==> config.mk <==
export PLATFORM = sky130hd
export DESIGN_NAME = cmi_crtc
export DESIGN_NICKNAME = d
export VERILOG_FILES = /design/src/core/cmi_pkg.sv /design/src/core/cmi_skew_if.sv /design/src/core/cmi_crtc.sv /design/src/core/cmi_skew.sv
export SDC_FILE = /design/constraint.sdc
export NUM_CORES = 1
export LEC_CHECK = 0
export ABC_AREA = 1
export BUFFER_PORTS_ARGS = -buffer_cell sky130_fd_sc_hd__clkbuf_2
export CAP_MARGIN = 20
export CORE_ASPECT_RATIO = 0.75
export CORE_MARGIN = 8
export CORE_UTILIZATION = 60
export DETAILED_ROUTE_END_ITERATION = 6
export PLACE_DENSITY = 0.77
export SLEW_MARGIN = 20
export SYNTH_ARGS = -nofsm -noshare
export SYNTH_HDL_FRONTEND = slang
export SYNTH_SLANG_ARGS = --single-unit
export TNS_END_PERCENT = 50
==> constraint.sdc <==
create_clock -name clock -period 3 [get_ports clock]
set_input_delay 0.3 -clock clock [delete_from_list [all_inputs] [get_ports clock]]
set_output_delay 0.3 -clock clock [all_outputs]
set_load 0.05 [all_outputs]
==> src/core/cmi_pkg.sv <==
// cmi_pkg: constants shared by the crt memory access / interlace / skew block
// assumes a single 200 MHz system clock domain
`default_nettype none
package cmi_pkg;
  // ---------------------------------------------------------------
  // register bus offsets (register index on the address port)
  // ---------------------------------------------------------------
  localparam logic [4:0] HTOTAL_OFF  = 5'h00;
  localparam logic [4:0] VTOTAL_OFF  = 5'h04;
  localparam logic [4:0] VDISP_OFF   = 5'h06;
  localparam logic [4:0] VSYNC_OFF   = 5'h07;
  localparam logic [4:0] MODE_OFF    = 5'h08;
  localparam logic [4:0] SCANL_OFF   = 5'h09;
  localparam logic [4:0] CURSH_OFF   = 5'h0E;
  localparam logic [4:0] CURSL_OFF   = 5'h0F;
  localparam logic [4:0] UPDH_OFF    = 5'h12;
  localparam logic [4:0] UPDL_OFF    = 5'h13;
  localparam logic [4:0] STATUS_OFF  = 5'h1E;
  localparam logic [4:0] DUMMY_OFF   = 5'h1F;
  // ---------------------------------------------------------------
  // mode control fields
  // ---------------------------------------------------------------
  localparam int INTL_LO_BIT  = 0;
  localparam int INTL_HI_BIT  = 1;
  localparam int ROWCOL_BIT   = 2;
  localparam int TRANSP_BIT   = 3;
  localparam int DESKEW_BIT   = 4;
  localparam int CSKEW_BIT    = 5;
  localparam int UPDBLANK_BIT = 6;
  // status fields
  localparam int UPDRDY_BIT   = 7;
  localparam int VRETR_BIT    = 5;
  // ---------------------------------------------------------------
  // reset values
  // ---------------------------------------------------------------
  localparam logic [7:0] HTOTAL_RST = 8'h0F;
  localparam logic [6:0] VTOTAL_RST = 7'h07;
  localparam logic [6:0] VDISP_RST  = 7'h04;
  localparam logic [6:0] VSYNC_RST  = 7'h05;
  localparam logic [4:0] SCANL_RST  = 5'h03;
  localparam logic [7:0] MODE_RST   = 8'h00;
  // interlace field
  localparam logic [1:0] INTL_SYNC  = 2'h1;
  localparam logic [1:0] INTL_VIDEO = 2'h3;
  // ---------------------------------------------------------------
  // timing
  // ---------------------------------------------------------------
  localparam int VSYNC_LINES = 3;
  localparam logic [4:0] VSYNC_LEN = 5'(VSYNC_LINES);
  typedef enum logic [2:0] {
    CMI_IDLE  = 3'b001,
    CMI_WAIT  = 3'b010,
    CMI_DRIVE = 3'b100
  } cmi_upd_e;
  // 14-bit address step honouring row/column format
  function automatic logic [13:0] cmiNextAddr(input logic [13:0] a,
                                              input logic rowCol);
    logic [13:0] r;
    r = a + 14'h0001;
    if (rowCol && (a[7:0] == 8'hFF)) begin
      r = {6'(a[13:8] + 6'h01), 8'h00};
    end
    return r;
  endfunction
endpackage
`default_nettype wire

==> src/core/cmi_skew_if.sv <==
// cmi_skew_if: display enable / cursor pair handed to the skew stage
// assumes both ends run on the system clock
`default_nettype none
interface cmi_skew_if;
  logic rawDe;
  logic rawCursor;
  logic deSkewEn;
  logic curSkewEn;
  logic outDe;
  logic outCursor;
  modport core (output rawDe, rawCursor, deSkewEn, curSkewEn,
                input outDe, outCursor);
  modport skew (input rawDe, rawCursor, deSkewEn, curSkewEn,
                output outDe, outCursor);
endinterface
`default_nettype wire

==> src/core/cmi_crtc.sv <==
// top of the crt memory access, interlace and skew block
// assumes characterClock and phaseTwo are asynchronous pins
//
// Added by the designer: the address-and-strobe port and the register addresses.
`default_nettype none
module cmi_crtc
  import cmi_pkg::*;
(
  input  wire logic        clock,          // 200 MHz system clock
  input  wire logic        reset_n,        // sync reset, active low
  input  wire logic [4:0]  regAddr,        // register index
  input  wire logic [7:0]  regWrData,      // write data
  input  wire logic        regWrite,       // write strobe
  input  wire logic        regRead,        // read strobe
  output logic      [7:0]  regRdData,      // read data, next cycle
  input  wire logic        characterClock, // character clock pin
  input  wire logic        phaseTwo,       // host phase-two pin
  output logic      [13:0] memoryAddress,  // display ram address lines
  output logic      [4:0]  rowAddress,     // row lines, bit 4 is strobe in blanking mode
  output logic             displayEnable,  // display enable
  output logic             cursor,         // cursor output
  output logic             hSync,          // horizontal sync
  output logic             vSync           // vertical sync
);
  import cmi_pkg::*;
  // --------------------------------------------------------------
  // pin synchronisers
  // --------------------------------------------------------------
  logic [1:0] cclkSync_q, phiSync_q;
  logic       cclkLast_q;
  logic       charTick;
  always_ff @(posedge clock) begin
    if (!reset_n) begin
      cclkSync_q <= 2'b00;
      phiSync_q  <= 2'b00;
      cclkLast_q <= 1'b0;
    end else begin
      cclkSync_q <= {cclkSync_q[0], characterClock};
      phiSync_q  <= {phiSync_q[0], phaseTwo};
      cclkLast_q <= cclkSync_q[1];
    end
  end
  assign charTick = cclkSync_q[1] & ~cclkLast_q;
  // --------------------------------------------------------------
  // registers
  // --------------------------------------------------------------
  logic [7:0]  hTotal_q, mode_q;
  logic [6:0]  vTotal_q, vDisp_q, vSyncPos_q;
  logic [4:0]  scanLines_q;
  logic [13:0] cursorPos_q, updAddr_q;
  logic        updReady_q;
  logic        dummyHit, updDone;
  logic [1:0]  intl;
  assign intl = {mode_q[INTL_HI_BIT], mode_q[INTL_LO_BIT]};
  // a read or write of the dummy location counts as a transparent access
  assign dummyHit = (regWrite | regRead) && (regAddr == DUMMY_OFF);
  always_ff @(posedge clock) begin
    if (!reset_n) begin
      hTotal_q    <= HTOTAL_RST;
      vTotal_q    <= VTOTAL_RST;
      vDisp_q     <= VDISP_RST;
      vSyncPos_q  <= VSYNC_RST;
      scanLines_q <= SCANL_RST;
      mode_q      <= MODE_RST;
      cursorPos_q <= 14'h0000;
    end else if (regWrite) begin
      case (regAddr)
        HTOTAL_OFF: hTotal_q    <= regWrData;
        VTOTAL_OFF: vTotal_q    <= regWrData[6:0];
        VDISP_OFF:  vDisp_q     <= regWrData[6:0];
        VSYNC_OFF:  vSyncPos_q  <= regWrData[6:0];
        MODE_OFF:   mode_q      <= regWrData;
        SCANL_OFF:  scanLines_q <= regWrData[4:0];
        CURSH_OFF:  cursorPos_q[13:8] <= regWrData[5:0];
        CURSL_OFF:  cursorPos_q[7:0]  <= regWrData;
        default: ;
      endcase
    end
  end
  // update address: host loads, hardware steps after each access
  always_ff @(posedge clock) begin
    if (!reset_n) begin
      updAddr_q <= 14'h0000;
    end else if (regWrite && regAddr == UPDH_OFF) begin
      updAddr_q[13:8] <= regWrData[5:0];
    end else if (regWrite && regAddr == UPDL_OFF) begin
      updAddr_q[7:0] <= regWrData;
    end else if (updDone) begin
      updAddr_q <= cmiNextAddr(updAddr_q, mode_q[ROWCOL_BIT]);
    end
  end
  // --------------------------------------------------------------
  // update state machine
  // --------------------------------------------------------------
  cmi_upd_e updState_q;
  logic     inBlank, phiHigh;
  assign phiHigh = phiSync_q[1];
  always_ff @(posedge clock) begin
    if (!reset_n) begin
      updState_q <= CMI_IDLE;
    end else begin
      case (updState_q)
        CMI_IDLE:  if (dummyHit && mode_q[TRANSP_BIT]) begin
                     updState_q <= CMI_WAIT;
                   end
        // blanking mode waits for retrace, interleave waits for phase two
        CMI_WAIT:  if (mode_q[UPDBLANK_BIT] ? inBlank : phiHigh) begin
                     updState_q <= CMI_DRIVE;
                   end
        CMI_DRIVE: if (charTick || !mode_q[UPDBLANK_BIT]) begin
                     updState_q <= CMI_IDLE;
                   end
        default:   updState_q <= CMI_IDLE;
      endcase
    end
  end
  assign updDone = (updState_q == CMI_DRIVE) &&
                   (charTick || !mode_q[UPDBLANK_BIT]);
  // set wins over the clear by a status read
  always_ff @(posedge clock) begin
    if (!reset_n) begin
      updReady_q <= 1'b0;
    end else if (updDone) begin
      updReady_q <= 1'b1;
    end else if (regRead && regAddr == STATUS_OFF) begin
      updReady_q <= 1'b0;
    end
  end
  // --------------------------------------------------------------
  // raster counters
  // --------------------------------------------------------------
  logic [7:0]  hCnt_q;
  logic [4:0]  scan_q, vsLeft_q;
  logic [6:0]  row_q;
  logic [13:0] rowBase_q, chAddr_q;
  logic        field_q, halfPend_q;
  logic        lineEnd, rowEnd, fieldEnd, hBlank, vBlank;
  logic [4:0]  scanEff;
  assign lineEnd  = charTick && (hCnt_q == hTotal_q);
  assign rowEnd   = lineEnd && (scan_q >= scanLines_q);
  // >= so that a smaller total written mid-field cannot run the rows around
  assign fieldEnd = rowEnd && (row_q >= vTotal_q);
  assign hBlank   = hCnt_q > 8'h4F;
  assign vBlank   = row_q >= vDisp_q;
  assign inBlank  = hBlank | vBlank;
  always_ff @(posedge clock) begin
    if (!reset_n) begin
      hCnt_q <= 8'h00;
      scan_q <= 5'h00;
      row_q  <= 7'h00;
    end else if (charTick) begin
      hCnt_q <= lineEnd ? 8'h00 : 8'(hCnt_q + 8'h01);
      if (lineEnd) begin
        // sync-and-video mode steps the scan count by two per line
        scan_q <= rowEnd ? 5'h00 :
                  5'(scan_q + ((intl == INTL_VIDEO) ? 5'h02 : 5'h01));
        if (rowEnd) begin
          row_q <= fieldEnd ? 7'h00 : 7'(row_q + 7'h01);
        end
      end
    end
  end
  // field parity picks vsync delay and odd/even lines
  always_ff @(posedge clock) begin
    if (!reset_n) begin
      field_q <= 1'b0;
    end else if (fieldEnd) begin
      field_q <= ~field_q;
    end
  end
  assign scanEff = (intl == INTL_VIDEO) ? (scan_q | {4'h0, field_q}) :
                   scan_q;
  always_ff @(posedge clock) begin
    if (!reset_n) begin
      rowBase_q <= 14'h0000;
      chAddr_q  <= 14'h0000;
    end else if (charTick) begin
      if (fieldEnd) begin
        rowBase_q <= 14'h0000;
        chAddr_q  <= 14'h0000;
      end else if (rowEnd) begin
        rowBase_q <= mode_q[ROWCOL_BIT] ?
                     {6'(rowBase_q[13:8] + 6'h01), 8'h00} :
                     14'(rowBase_q + 14'h0050);
        chAddr_q  <= mode_q[ROWCOL_BIT] ?
                     {6'(rowBase_q[13:8] + 6'h01), 8'h00} :
                     14'(rowBase_q + 14'h0050);
      end else if (lineEnd) begin
        chAddr_q <= rowBase_q;
      end else begin
        chAddr_q <= cmiNextAddr(chAddr_q, mode_q[ROWCOL_BIT]);
      end
    end
  end
  // vsync: half-line delay in odd fields of interlaced modes
  logic       vsStart;
  logic [7:0] halfPt;
  // odd total means total + 1 characters, so half a line is (total + 1) / 2
  assign halfPt  = 8'(({1'b0, hTotal_q} + 9'h001) >> 1);
  assign vsStart = charTick && (scan_q == 5'h00) && (row_q == vSyncPos_q);
  always_ff @(posedge clock) begin
    if (!reset_n) begin
      vsLeft_q   <= 5'h00;
      halfPend_q <= 1'b0;
    end else if (vsStart && hCnt_q == 8'h00) begin
      if (intl[0] && field_q) begin
        halfPend_q <= 1'b1;
      end else begin
        vsLeft_q <= VSYNC_LEN;
      end
    end else if (halfPend_q && charTick &&
                 hCnt_q == halfPt) begin
      halfPend_q <= 1'b0;
      vsLeft_q   <= VSYNC_LEN;
    end else if (charTick && hCnt_q == halfPt &&
                 vsLeft_q != 5'h00) begin
      vsLeft_q <= 5'(vsLeft_q - 5'h01);
    end
  end
  // --------------------------------------------------------------
  // outputs
  // --------------------------------------------------------------
  cmi_skew_if skIf();
  assign skIf.rawDe     = ~inBlank;
  assign skIf.rawCursor = ~inBlank && (chAddr_q == cursorPos_q);
  assign skIf.deSkewEn  = mode_q[DESKEW_BIT];
  assign skIf.curSkewEn = mode_q[CSKEW_BIT];
  cmi_skew uSkew (
    .clock    (clock),
    .reset_n  (reset_n),
    .charTick (charTick),
    .sk       (skIf.skew)
  );
  logic        driveUpd;
  logic [13:0] maD;
  assign driveUpd = mode_q[TRANSP_BIT] &&
    (mode_q[UPDBLANK_BIT] ? (updState_q == CMI_DRIVE && inBlank)
                          : phiHigh);
  assign maD = driveUpd ? updAddr_q : chAddr_q;
  always_ff @(posedge clock) begin
    if (!reset_n) begin
      memoryAddress <= 14'h0000;
      rowAddress    <= 5'h00;
      hSync         <= 1'b0;
      vSync         <= 1'b0;
      regRdData     <= 8'h00;
    end else begin
      memoryAddress <= maD;
      rowAddress    <= {mode_q[UPDBLANK_BIT] ? driveUpd : scanEff[4],
                        scanEff[3:0]};
      hSync         <= hCnt_q == 8'h52;
      vSync         <= vsLeft_q != 5'h00;
      regRdData     <= 8'h00;
      if (regRead) begin
        case (regAddr)
          STATUS_OFF: begin
            regRdData[UPDRDY_BIT] <= updReady_q;
            regRdData[VRETR_BIT]  <= vBlank;
          end
          CURSH_OFF: regRdData <= {2'b00, cursorPos_q[13:8]};
          CURSL_OFF: regRdData <= cursorPos_q[7:0];
          default:   regRdData <= 8'h00;
        endcase
      end
    end
  end
  assign displayEnable = skIf.outDe;
  assign cursor        = skIf.outCursor;
endmodule
`default_nettype wire

==> src/core/cmi_skew.sv <==
// cmi_skew: one character-clock delay stage for display enable and cursor
// assumes charTick pulses once per character clock rising edge
`default_nettype none
module cmi_skew (
  input wire logic clock,    // system clock
  input wire logic reset_n,  // sync reset, active low
  input wire logic charTick, // one-cycle character strobe
  cmi_skew_if.skew sk        // raw and skewed signals
);
  logic deDly_q;
  logic curDly_q;
  logic outDe_q;
  logic outCur_q;
  // --------------------------------------------------------------
  // delay stages, bypassed when skew is off
  // --------------------------------------------------------------
  always_ff @(posedge clock) begin
    if (!reset_n) begin
      deDly_q  <= 1'b0;
      curDly_q <= 1'b0;
    end else if (charTick) begin
      deDly_q  <= sk.rawDe;
      curDly_q <= sk.rawCursor;
    end
  end
  always_ff @(posedge clock) begin
    if (!reset_n) begin
      outDe_q  <= 1'b0;
      outCur_q <= 1'b0;
    end else begin
      outDe_q  <= sk.deSkewEn ? deDly_q : sk.rawDe;
      outCur_q <= sk.curSkewEn ? curDly_q : sk.rawCursor;
    end
  end
  assign sk.outDe     = outDe_q;
  assign sk.outCursor = outCur_q;
endmodule
`default_nettype wire

==> impl_metrics.tcl, run 1 <==
set metrics [dict create \
    io_buffers 49 \
    reg2reg_from "scan_q[4]" \
    switching_share 0.230 \
    dp.cells 1498 \
    finalHoldViolCount 0 \
    hold_buffers 0 \
    drc 0 \
    start_kind "flip-flop" \
    rows 38 \
    worstMarginPinSlew_ns 0.722 \
    globalRouteOverflowTotal 0 \
    ys_ff_latch 166 \
    hp-start "phaseTwo" \
    skew_ns 0.0133 \
    cts_resized 0 \
    ios 50 \
    arrival_ns 2.85 \
    globalRouteTotalUtil 0.272 \
    cts_buffers 17 \
    place.gp.congestion 0.958 \
    p_sw_mw 1.14 \
    netlist_top_cells_count "268 x nand2_1, 166 x dfxtp_1, 158 x inv_1" \
    htreeDepth 4 \
    min_period_ns 2.50 \
    grt_pass1_vias 7686 \
    placeableCoreArea_sq_um 14500 \
    die-area_sq_um 19000 \
    r2r_cells 11 \
    yosys.cell_count.top_type "nand2_1" \
    wl_per_cell_um 16.9 \
    die_x_um 157 \
    hp-class "input pin to flip-flop" \
    p_leak_nw 4.46 \
    syn_nets 1327 \
    power_frac_clock 0.497 \
    grt_pass1_wl_mm 41.0 \
    die_height_um 121 \
    slew_headroom 0.515 \
    rr_endpoint "chAddr_q[11]" \
    dr.pass1.iters 6 \
    grt_max_degree 60 \
    ys_types 53 \
    cp-end-kind "flip-flop" \
    intPower_mw 3.84 \
    final_layout_size_suffix_gt1_frac 0.110 \
    hold_slack_ns 0.0486 \
    min_period_over_period 0.834 \
    yosysSeqAreaShare 0.374 \
    clock_path_buffers 2 \
    drv_slew 0 \
    yosysTopAreaCell "dfxtp_1" \
    cts.clk_slew.worst_paths_ns 0.06 \
    first_iter_violations 1144 \
    status "finished, final reports clean" \
    drv_cap 0 \
    path_class "flip-flop to flip-flop" \
    hold_depth 3 \
    p_comb_frac 0.051 \
    antenna_found_initial 0 \
    postCtsSetupRepairBufs 0 \
    cts-root-buf "clkbuf_16" \
    fin_cells 1529 \
    ys_warn_count 0 \
    syn_area_sq_um 8880 \
    via_per_inst 5.71 \
    cts_sinks 166 \
    whs_endpoint "phiSync_q[0]" \
    finalSetupViolations 0 \
    area_growth_syn_to_layout_pct 12.1 \
    initial_utilization 0.615 \
    tns_ns 0 \
    crit_fanout 17 \
    avgSynthCellArea_sq_um 6.98 \
    syn-instance-count 1273 \
    grt_setup_unrepaired "no" \
    p_seq_frac 0.452 \
    drt-total-wl_mm 25.8 \
    nNetsFinal 1371 \
    via_count 8725 \
    place_hpwl_mm 18.9 \
    reg2reg_slack_ns 0.50 \
    final_antenna_net_count 0 \
    synth.area.top_cells "dfxtp_1 37%, nand2_1 11%, inv_1 6.7%" \
    clock_latency_ns 0.44 \
    antenna_cells 0 \
    yosysTopAreaCellShare 0.374 \
    critPathRequiredTime_ns 3.35 \
    powerDensity_nw_per_um2 500 \
    synth_edf_count 0 \
    fmax_mhz 400 \
    cts_tree "done" \
    ir_drop_v 0.000394 \
    yosys_most_used_dff "dfxtp_1" \
    async_flop_share 0 \
]
==> registers in the layout, indices dropped and copies added, names as in the netlist, 7 cells and up <==
signal and count:
regRdData 8, chAddr_q 14, vDisp_q 7, rowBase_q 14, vTotal_q 7, vSyncPos_q 7, updAddr_q 14, row_q 7
mode_q 7, hCnt_q 8, cursorPos_q 14, hTotal_q 8, memoryAddress 14
==> worst max-delay path by stage <==
stage	startpoint	endpoint	slack, ns	depth (start not counted)
after floorplan	row_q[0]	memoryAddress[13]	1.03	16
after global placement	scan_q[4]	chAddr_q[11]	0.66	11
after detailed placement	scan_q[4]	chAddr_q[11]	0.56	11
after CTS	scan_q[4]	chAddr_q[11]	0.54	11
after global routing	scan_q[4]	chAddr_q[11]	0.21	11
final	scan_q[4]	chAddr_q[11]	0.50	11
==> placed cells by master (no fill, tap or decap), types with 4 or more instances in the layout <==
master	synthesis	routed
or2_2	5	5
clkbuf_2	0	49
buf_4	2	12
ha_1	34	34
nand3_1	86	86
nor3_1	28	28
a31oi_1	4	4
a211oi_1	5	5
o211ai_1	9	9
o22ai_1	9	9
nand2_1	268	268
a21oi_1	118	118
nor3_2	5	5
inv_2	18	18
a221oi_1	5	5
nor4_1	9	9
nor2_1	118	118
o21ai_0	80	80
inv_1	158	158
dfxtp_1	166	166
bufinv_16	0	5
nor2_2	5	5
nand2_2	7	7
clkbuf_16	0	17
nor3b_1	6	6
xnor2_1	4	4
xor2_1	29	29
clkinvlp_4	0	4
nand4_1	27	27
==> critical path, stage by stage (launching register included) <==
cell and delay [ns]:
dfxtp_1 0.46, ha_1 0.31, a21oi_1 0.16, o21a_1 0.13, nand3_1 0.20, nand2_2 0.27
clkinv_2 0.25, nand2_1 0.16, nand2_1 0.10, inv_2 0.17, nand3_1 0.10, a21oi_1 0.12
==> cell families after synthesis <==
family / synth area share
xor+xnor: 0.0362
fa+ha+maj: 0.0501
flops: 0.374
mux: 0.00113
compound gates: 0.151
simple gates: 0.292
buf+inv: 0.0946
==> layout make-up <==
cell class                      count  area (sq um)
Inverter                          178           669
Multi-Input combinational cell    893          4720
Tap cell                          200           250
Clock inverter                     11           198
Sequential cell                   166          3320
Clock buffer                       20           467
Timing Repair Buffer               61           335
Fill cell                        1283          4490
==> power groups by stage <==
stage               sequential [mW]  clock, mW  combinational [mW]
floorplan                      2.30          0               0.150
global placement               2.30          0               0.246
detailed placement             2.30          0               0.247
CTS                            2.25       2.48               0.249
global route                   2.25       2.56               0.278
finish                         2.25       2.48               0.255
==> metrics by stage <==
stage	total power [mW]	util	setup WS [ns]	cell area (sq um)
2_1_floorplan	2.45	-	1.03	8880
3_3_place_gp	2.54	0.643	0.659	9300
3_5_place_dp	2.54	0.643	0.557	9300
4_1_cts	4.98	0.689	0.540	9960
5_1_grt	5.09	0.689	0.209	9960
6_report	4.98	0.689	0.499	9960
==> per-layer routing <==
| metal | wire (um) | part of all wire | GRT usage | vias up |
|---|---|---|---|---|
| li1 | - | - | - | 4275 |
| met1 | 12000 | 0.47 | 0.398 | 3953 |
| met2 | 10400 | 0.40 | 0.382 | 454 |
| met3 | 2880 | 0.11 | 0.0751 | 43 |
| met4 | 439 | 0.017 | 0.0701 | 0 |
| met5 | 0 | 0 | 0 | - |
(Power assumes the default switching activity.)
==> inputs of run 2 (changes only) <==
Clock period 3 ns to 2.5 ns, I/O delays scaled along.
==> impl_metrics.tcl, run 2 (synthesis results as in run 1) <==
set metrics [dict create \
    status "finished, final reports clean" \
    grt_pass1_wl_mm 41.5 \
    cts_buffers 17 \
    antenna_cells 0 \
    worstMarginPinSlew_ns 0.638 \
    pre_cts_ws_ns 0.188 \
    n_fill_cell 1246 \
    dpl-instance-area_sq_um 9470 \
    r2r_cells 11 \
    cts-root-buf "clkbuf_16" \
    p_leak_nw 4.59 \
    post-route-cell-area_sq_um 10100 \
    place.gp.congestion 0.973 \
    worst_slack_ns 0.238 \
    io_buffers 49 \
    final_cell_mix "267 x nand2_1, 166 x dfxtp_1, 158 x inv_1, 118 x a21oi_1, 118 x nor2_1" \
    globalRouteOverflowTotal 0 \
    finalSetupViolations 0 \
    placeableCoreArea_sq_um 14500 \
    arrival_ns 2.62 \
    drt-total-wl_mm 25.9 \
    grt_max_degree 43 \
    area_growth_syn_to_layout_pct 14.0 \
    htreeDepth 4 \
    globalRouteTotalUtil 0.277 \
    ios 50 \
    clock_path_buffers 2 \
    cp-end-kind "flip-flop" \
    via_count 8834 \
    wl_per_cell_um 16.6 \
    utilization 0.701 \
    skew_ns 0.00802 \
    finalHoldViolCount 0 \
    dr.pass1.iters 5 \
    ir_drop_v 0.000428 \
    tns_ns 0 \
    postCtsSetupRepairBufs 0 \
    fmax_mhz 442 \
    dp.cells 1521 \
    rr_endpoint "memoryAddress[13]" \
    cts.clk_slew.worst_paths_ns 0.06 \
    powerDensity_nw_per_um2 586 \
    critical_path.endpoint "memoryAddress[13]" \
    startpoint "vDisp_q[4]" \
    nNetsFinal 1394 \
    drc 0 \
    die-area_sq_um 19000 \
    clock_latency_ns 0.42 \
    power_mw 5.93 \
    rows 38 \
    final_antenna_net_count 0 \
    place_hpwl_mm 19.2 \
    cts_resized 0 \
    drv_cap 0 \
    initial_utilization 0.615 \
    first_iter_violations 901 \
    cts_tree "done" \
    reg2reg_from "vDisp_q[4]" \
    hp-class "input pin to flip-flop" \
    crit_fanout 11 \
    die_height_um 121 \
    final_layout_size_suffix_gt1_frac 0.125 \
    antenna_found_initial 0 \
    die_x_um 157 \
    grt_pass1_vias 7936 \
    cts_sinks 166 \
    drv_slew 0 \
    hold_buffers 0 \
    hold_slack_ns 0.0208 \
    min_period_over_period 0.905 \
    via_per_inst 5.69 \
    slew_headroom 0.573 \
    grt_setup_unrepaired "no" \
    reg2reg_slack_ns 0.24 \
    final_common_cell "nand2_1" \
    path_class "flip-flop to flip-flop" \
    critPathRequiredTime_ns 2.86 \
    fin_cells 1553 \
    min_period_ns 2.26 \
    start_kind "flip-flop" \
]
==> run 2: cell count changes in the layout (fill, tap and decap cells not counted) <==
cell / before / now
nand2_2: 7 / 8
clkinv_2: 1 / 2
nand2_1: 268 / 267
clkinv_4: 2 / 4
clkinvlp_4: 4 / 1
clkbuf_8: 3 / 2
clkbuf_1: 0 / 2
buf_4: 12 / 35
==> run 2: critical path, cell delays in order, from the launching register on <==
cell     delay, ns
dfxtp_1       0.34
inv_1         0.05
ha_1          0.29
a21oi_1       0.07
o21ai_0       0.37
nor2_1        0.10
nand3_1       0.14
nand2_1       0.08
nand2_1       0.25
buf_4         0.24
nand3_1       0.12
a21oi_1       0.15
==> run 2: routing by layer <==
layer / vias to the layer above / wire length, um / part of all wire / global-route usage
met3: 36 / 2870 / 0.11 / 0.0644
met1: 4017 / 12200 / 0.47 / 0.414
met5: - / 0 / 0 / 0
met4: 0 / 472 / 0.018 / 0.0838
li1: 4322 / - / - / -
met2: 459 / 10300 / 0.40 / 0.383
==> run 2: cell type report <==
type	instances	area, sq um	area share
inverter	178	669	0.0661
tap	200	250	0.0247
timing repair buffer	84	508	0.0501
clock inverter	11	198	0.0195
clock buffer	21	460	0.0454
multi-input combinational	893	4720	0.466
sequential	166	3320	0.328
==> run 2: worst min path at each step <==
stage	startpoint	end	slack (ns)	cells past startpoint
5_1_grt	characterClock	cclkSync_q[0]	0.02	3
2_1_floorplan	characterClock	cclkSync_q[0]	0.35	2
4_1_cts	characterClock	cclkSync_q[0]	0.005	3
3_3_place_gp	cclkSync_q[0]	cclkSync_q[1]	0.39	2
3_5_place_dp	cclkSync_q[0]	cclkSync_q[1]	0.40	2
6_report	characterClock	cclkSync_q[0]	0.02	3
==> run 2: where the power goes <==
part | switching [mW] | internal (mW)
sequential | 0.0219 | 2.67
combinational | 0.233 | 0.0859
clock | 1.09 | 1.83
==> inputs of run 3 (changes only) <==
Settings changed: ABC_AREA 1 to unset.
==> impl_metrics.tcl, run 3 <==
set metrics [dict create \
    reg2reg_slack_ns 0.13 \
    placeableCoreArea_sq_um 14300 \
    arrival_ns 2.71 \
    critPathSlowestCell "or2_2" \
    initial_utilization 0.609 \
    wl_per_cell_um 18.8 \
    dr.pass1.iters 5 \
    synth.area.top_cells "dfxtp_1 38%, mux2i_1 7.0%, nand2_1 5.2%" \
    start_kind "flip-flop" \
    grt_pass1_vias 7297 \
    intPower_mw 4.34 \
    pre_cts_ws_ns 0.144 \
    ios 50 \
    skew_ns 0.0116 \
    path_class "flip-flop to flip-flop" \
    slew_headroom 0.474 \
    p_seq_frac 0.469 \
    die-area_sq_um 18700 \
    r2r_cells 9 \
    netlist_top_cells_count "166 x dfxtp_1, 121 x nand2_1, 104 x nor2_1" \
    status "finished, final reports clean" \
    die_height_um 120 \
    switching_share 0.241 \
    crit_fanout 7 \
    fmax_mhz 422 \
    globalRouteOverflowTotal 0 \
    hp-start "phaseTwo" \
    final_layout_size_suffix_gt1_frac 0.162 \
    grt_max_degree 42 \
    rr_endpoint "chAddr_q[6]" \
    min_period_ns 2.37 \
    dp.cells 1282 \
    yosysSeqAreaShare 0.381 \
    startpoint "scan_q[0]" \
    cp-end-kind "flip-flop" \
    slowest_delay_ns 0.40 \
    cts_buffers 17 \
    hold_depth 2 \
    p_leak_nw 4.08 \
    min_period_over_period 0.948 \
    reg2reg_from "scan_q[0]" \
    clock_path_buffers 2 \
    antenna_found_initial 0 \
    cts_tree "done" \
    htreeDepth 4 \
    yosys_most_used_dff "dfxtp_1" \
    rows 38 \
    finalHoldViolCount 0 \
    grt_pass1_wl_mm 39.4 \
    yosysTopAreaCellShare 0.381 \
    syn-instance-count 1037 \
    drv_slew 0 \
    area_growth_syn_to_layout_pct 15.5 \
    antenna_cells 0 \
    powerDensity_nw_per_um2 568 \
    drt-total-wl_mm 24.7 \
    hold_buffers 0 \
    nNetsFinal 1155 \
    crit_chain "inv_1, ha_1, nand2b_1, a21o_1, a21oi_1, o21a_1, a211oi_4, or2_2, o31ai_1" \
    critPathRequiredTime_ns 2.84 \
    hp-class "input pin to flip-flop" \
    async_flop_share 0 \
    fin_cells 1314 \
    finalSetupViolations 0 \
    ir_drop_v 0.000451 \
    synth_edf_count 0 \
    final_antenna_net_count 0 \
    syn_nets 1091 \
    globalRouteTotalUtil 0.265 \
    yosysTopAreaCell "dfxtp_1" \
    first_iter_violations 838 \
    avgSynthCellArea_sq_um 8.41 \
    worst_slack_ns 0.131 \
    ys_ff_latch 166 \
    clock_latency_ns 0.43 \
    grt_setup_unrepaired "yes" \
    die_x_um 155 \
    drv_cap 0 \
    syn_area_sq_um 8720 \
    yosys.cell_count.top_type "dfxtp_1" \
    final_common_cell "dfxtp_1" \
    cts-root-buf "clkbuf_16" \
    p_comb_frac 0.048 \
    postCtsSetupRepairBufs 0 \
    io_buffers 49 \
    p_sw_mw 1.38 \
    cts.clk_slew.worst_paths_ns 0.07 \
    ys_warn_count 0 \
    drc 0 \
    whs_endpoint "phiSync_q[0]" \
    final_cell_mix "163 x dfxtp_1, 121 x nand2_1, 104 x nor2_1, 61 x mux2i_1, 59 x buf_4" \
    power_frac_clock 0.484 \
    ys_types 78 \
    cts_sinks 166 \
    via_per_inst 6.07 \
    place.gp.congestion 0.920 \
    worstMarginPinSlew_ns 0.787 \
    via_count 7976 \
    place_hpwl_mm 17.7 \
]
## run 3: final cells by class
| class | instances | area, sq um |
|---|---|---|
| repair buffers | 108 | 688 |
| multi-input cells | 780 | 5090 |
| clock buffers | 17 | 425 |
| inverters | 28 | 105 |
| fillers | 1135 | 4240 |
| clock inverters | 15 | 190 |
| flip-flops and latches | 166 | 3330 |
| well taps | 200 | 250 |
## run 3: worst max-delay path by stage
stage | to | slack, ns | cells past startpoint
2_1_floorplan | uSkew.sk.outCursor | 0.14 | 9
3_3_place_gp | vsLeft_q[4] | 0.17 | 8
3_5_place_dp | vsLeft_q[2] | 0.14 | 8
4_1_cts | uSkew.sk.outCursor | 0.1 | 9
5_1_grt | chAddr_q[5] | -0.01 | 10
6_report | chAddr_q[6] | 0.13 | 9
## run 3: worst max-delay path: cells and delay by family, from the launching register on
family / cells / cell delay, ns
buffers and inverters: 1 / 0.08
adder cells (fa/ha/maj): 1 / 0.27
AO/OA/AOI/OAI: 5 / 1.01
AND/OR/NAND/NOR: 2 / 0.55
flip-flops: 1 / 0.38
## run 3: cells by family (layout without fill, tap and decap cells)
| kind of cell | after synthesis | in the layout | synth area share |
|---|---|---|---|
| flip-flops | 166 | 166 | 0.381 |
| buffers and inverters | 91 | 168 | 0.0423 |
| AO/OA/AOI/OAI | 205 | 205 | 0.154 |
| AND/OR/NAND/NOR | 418 | 418 | 0.239 |
| multiplexers | 65 | 65 | 0.0752 |
| XOR/XNOR | 57 | 57 | 0.0573 |
| adder cells (fa/ha/maj) | 35 | 35 | 0.0511 |
## run 3: metrics by stage
stage               TNS, ns  hold WS (ns)  total power, mW  area (sq um)  utilization
global route        -0.0295        0.0147             5.87         10100        0.704
CTS                       0        0.0152             5.72         10000        0.699
detailed placement        0         0.431             3.00          9390        0.656
floorplan                 0         0.377             2.90          8720            -
finish                    0        0.0243             5.72         10100        0.704
global placement          0         0.418             3.00          9390        0.656
## run 3: per-layer routing
| layer | GRT usage | routed length, um | up-vias |
|---|---|---|---|
| li1 | - | - | 3798 |
| met1 | 0.372 | 11400 | 3767 |
| met2 | 0.383 | 10500 | 363 |
| met3 | 0.0681 | 2280 | 48 |
| met4 | 0.102 | 533 | 0 |
| met5 | 0 | 0 | - |
## run 3: power groups by stage
| stage | clock network [mW] | registers, mW | logic [mW] |
|---|---|---|---|
| 2_1_floorplan | 0 | 2.75 | 0.146 |
| 3_3_place_gp | 0 | 2.74 | 0.255 |
| 3_5_place_dp | 0 | 2.74 | 0.258 |
| 4_1_cts | 2.78 | 2.68 | 0.261 |
| 5_1_grt | 2.90 | 2.68 | 0.291 |
| 6_report | 2.77 | 2.68 | 0.274 |
## run 3: timing repair
item	in CTS	in global routing
resized for setup	0	17
setup endpoints to repair	0	14
hold endpoints to repair	0	0
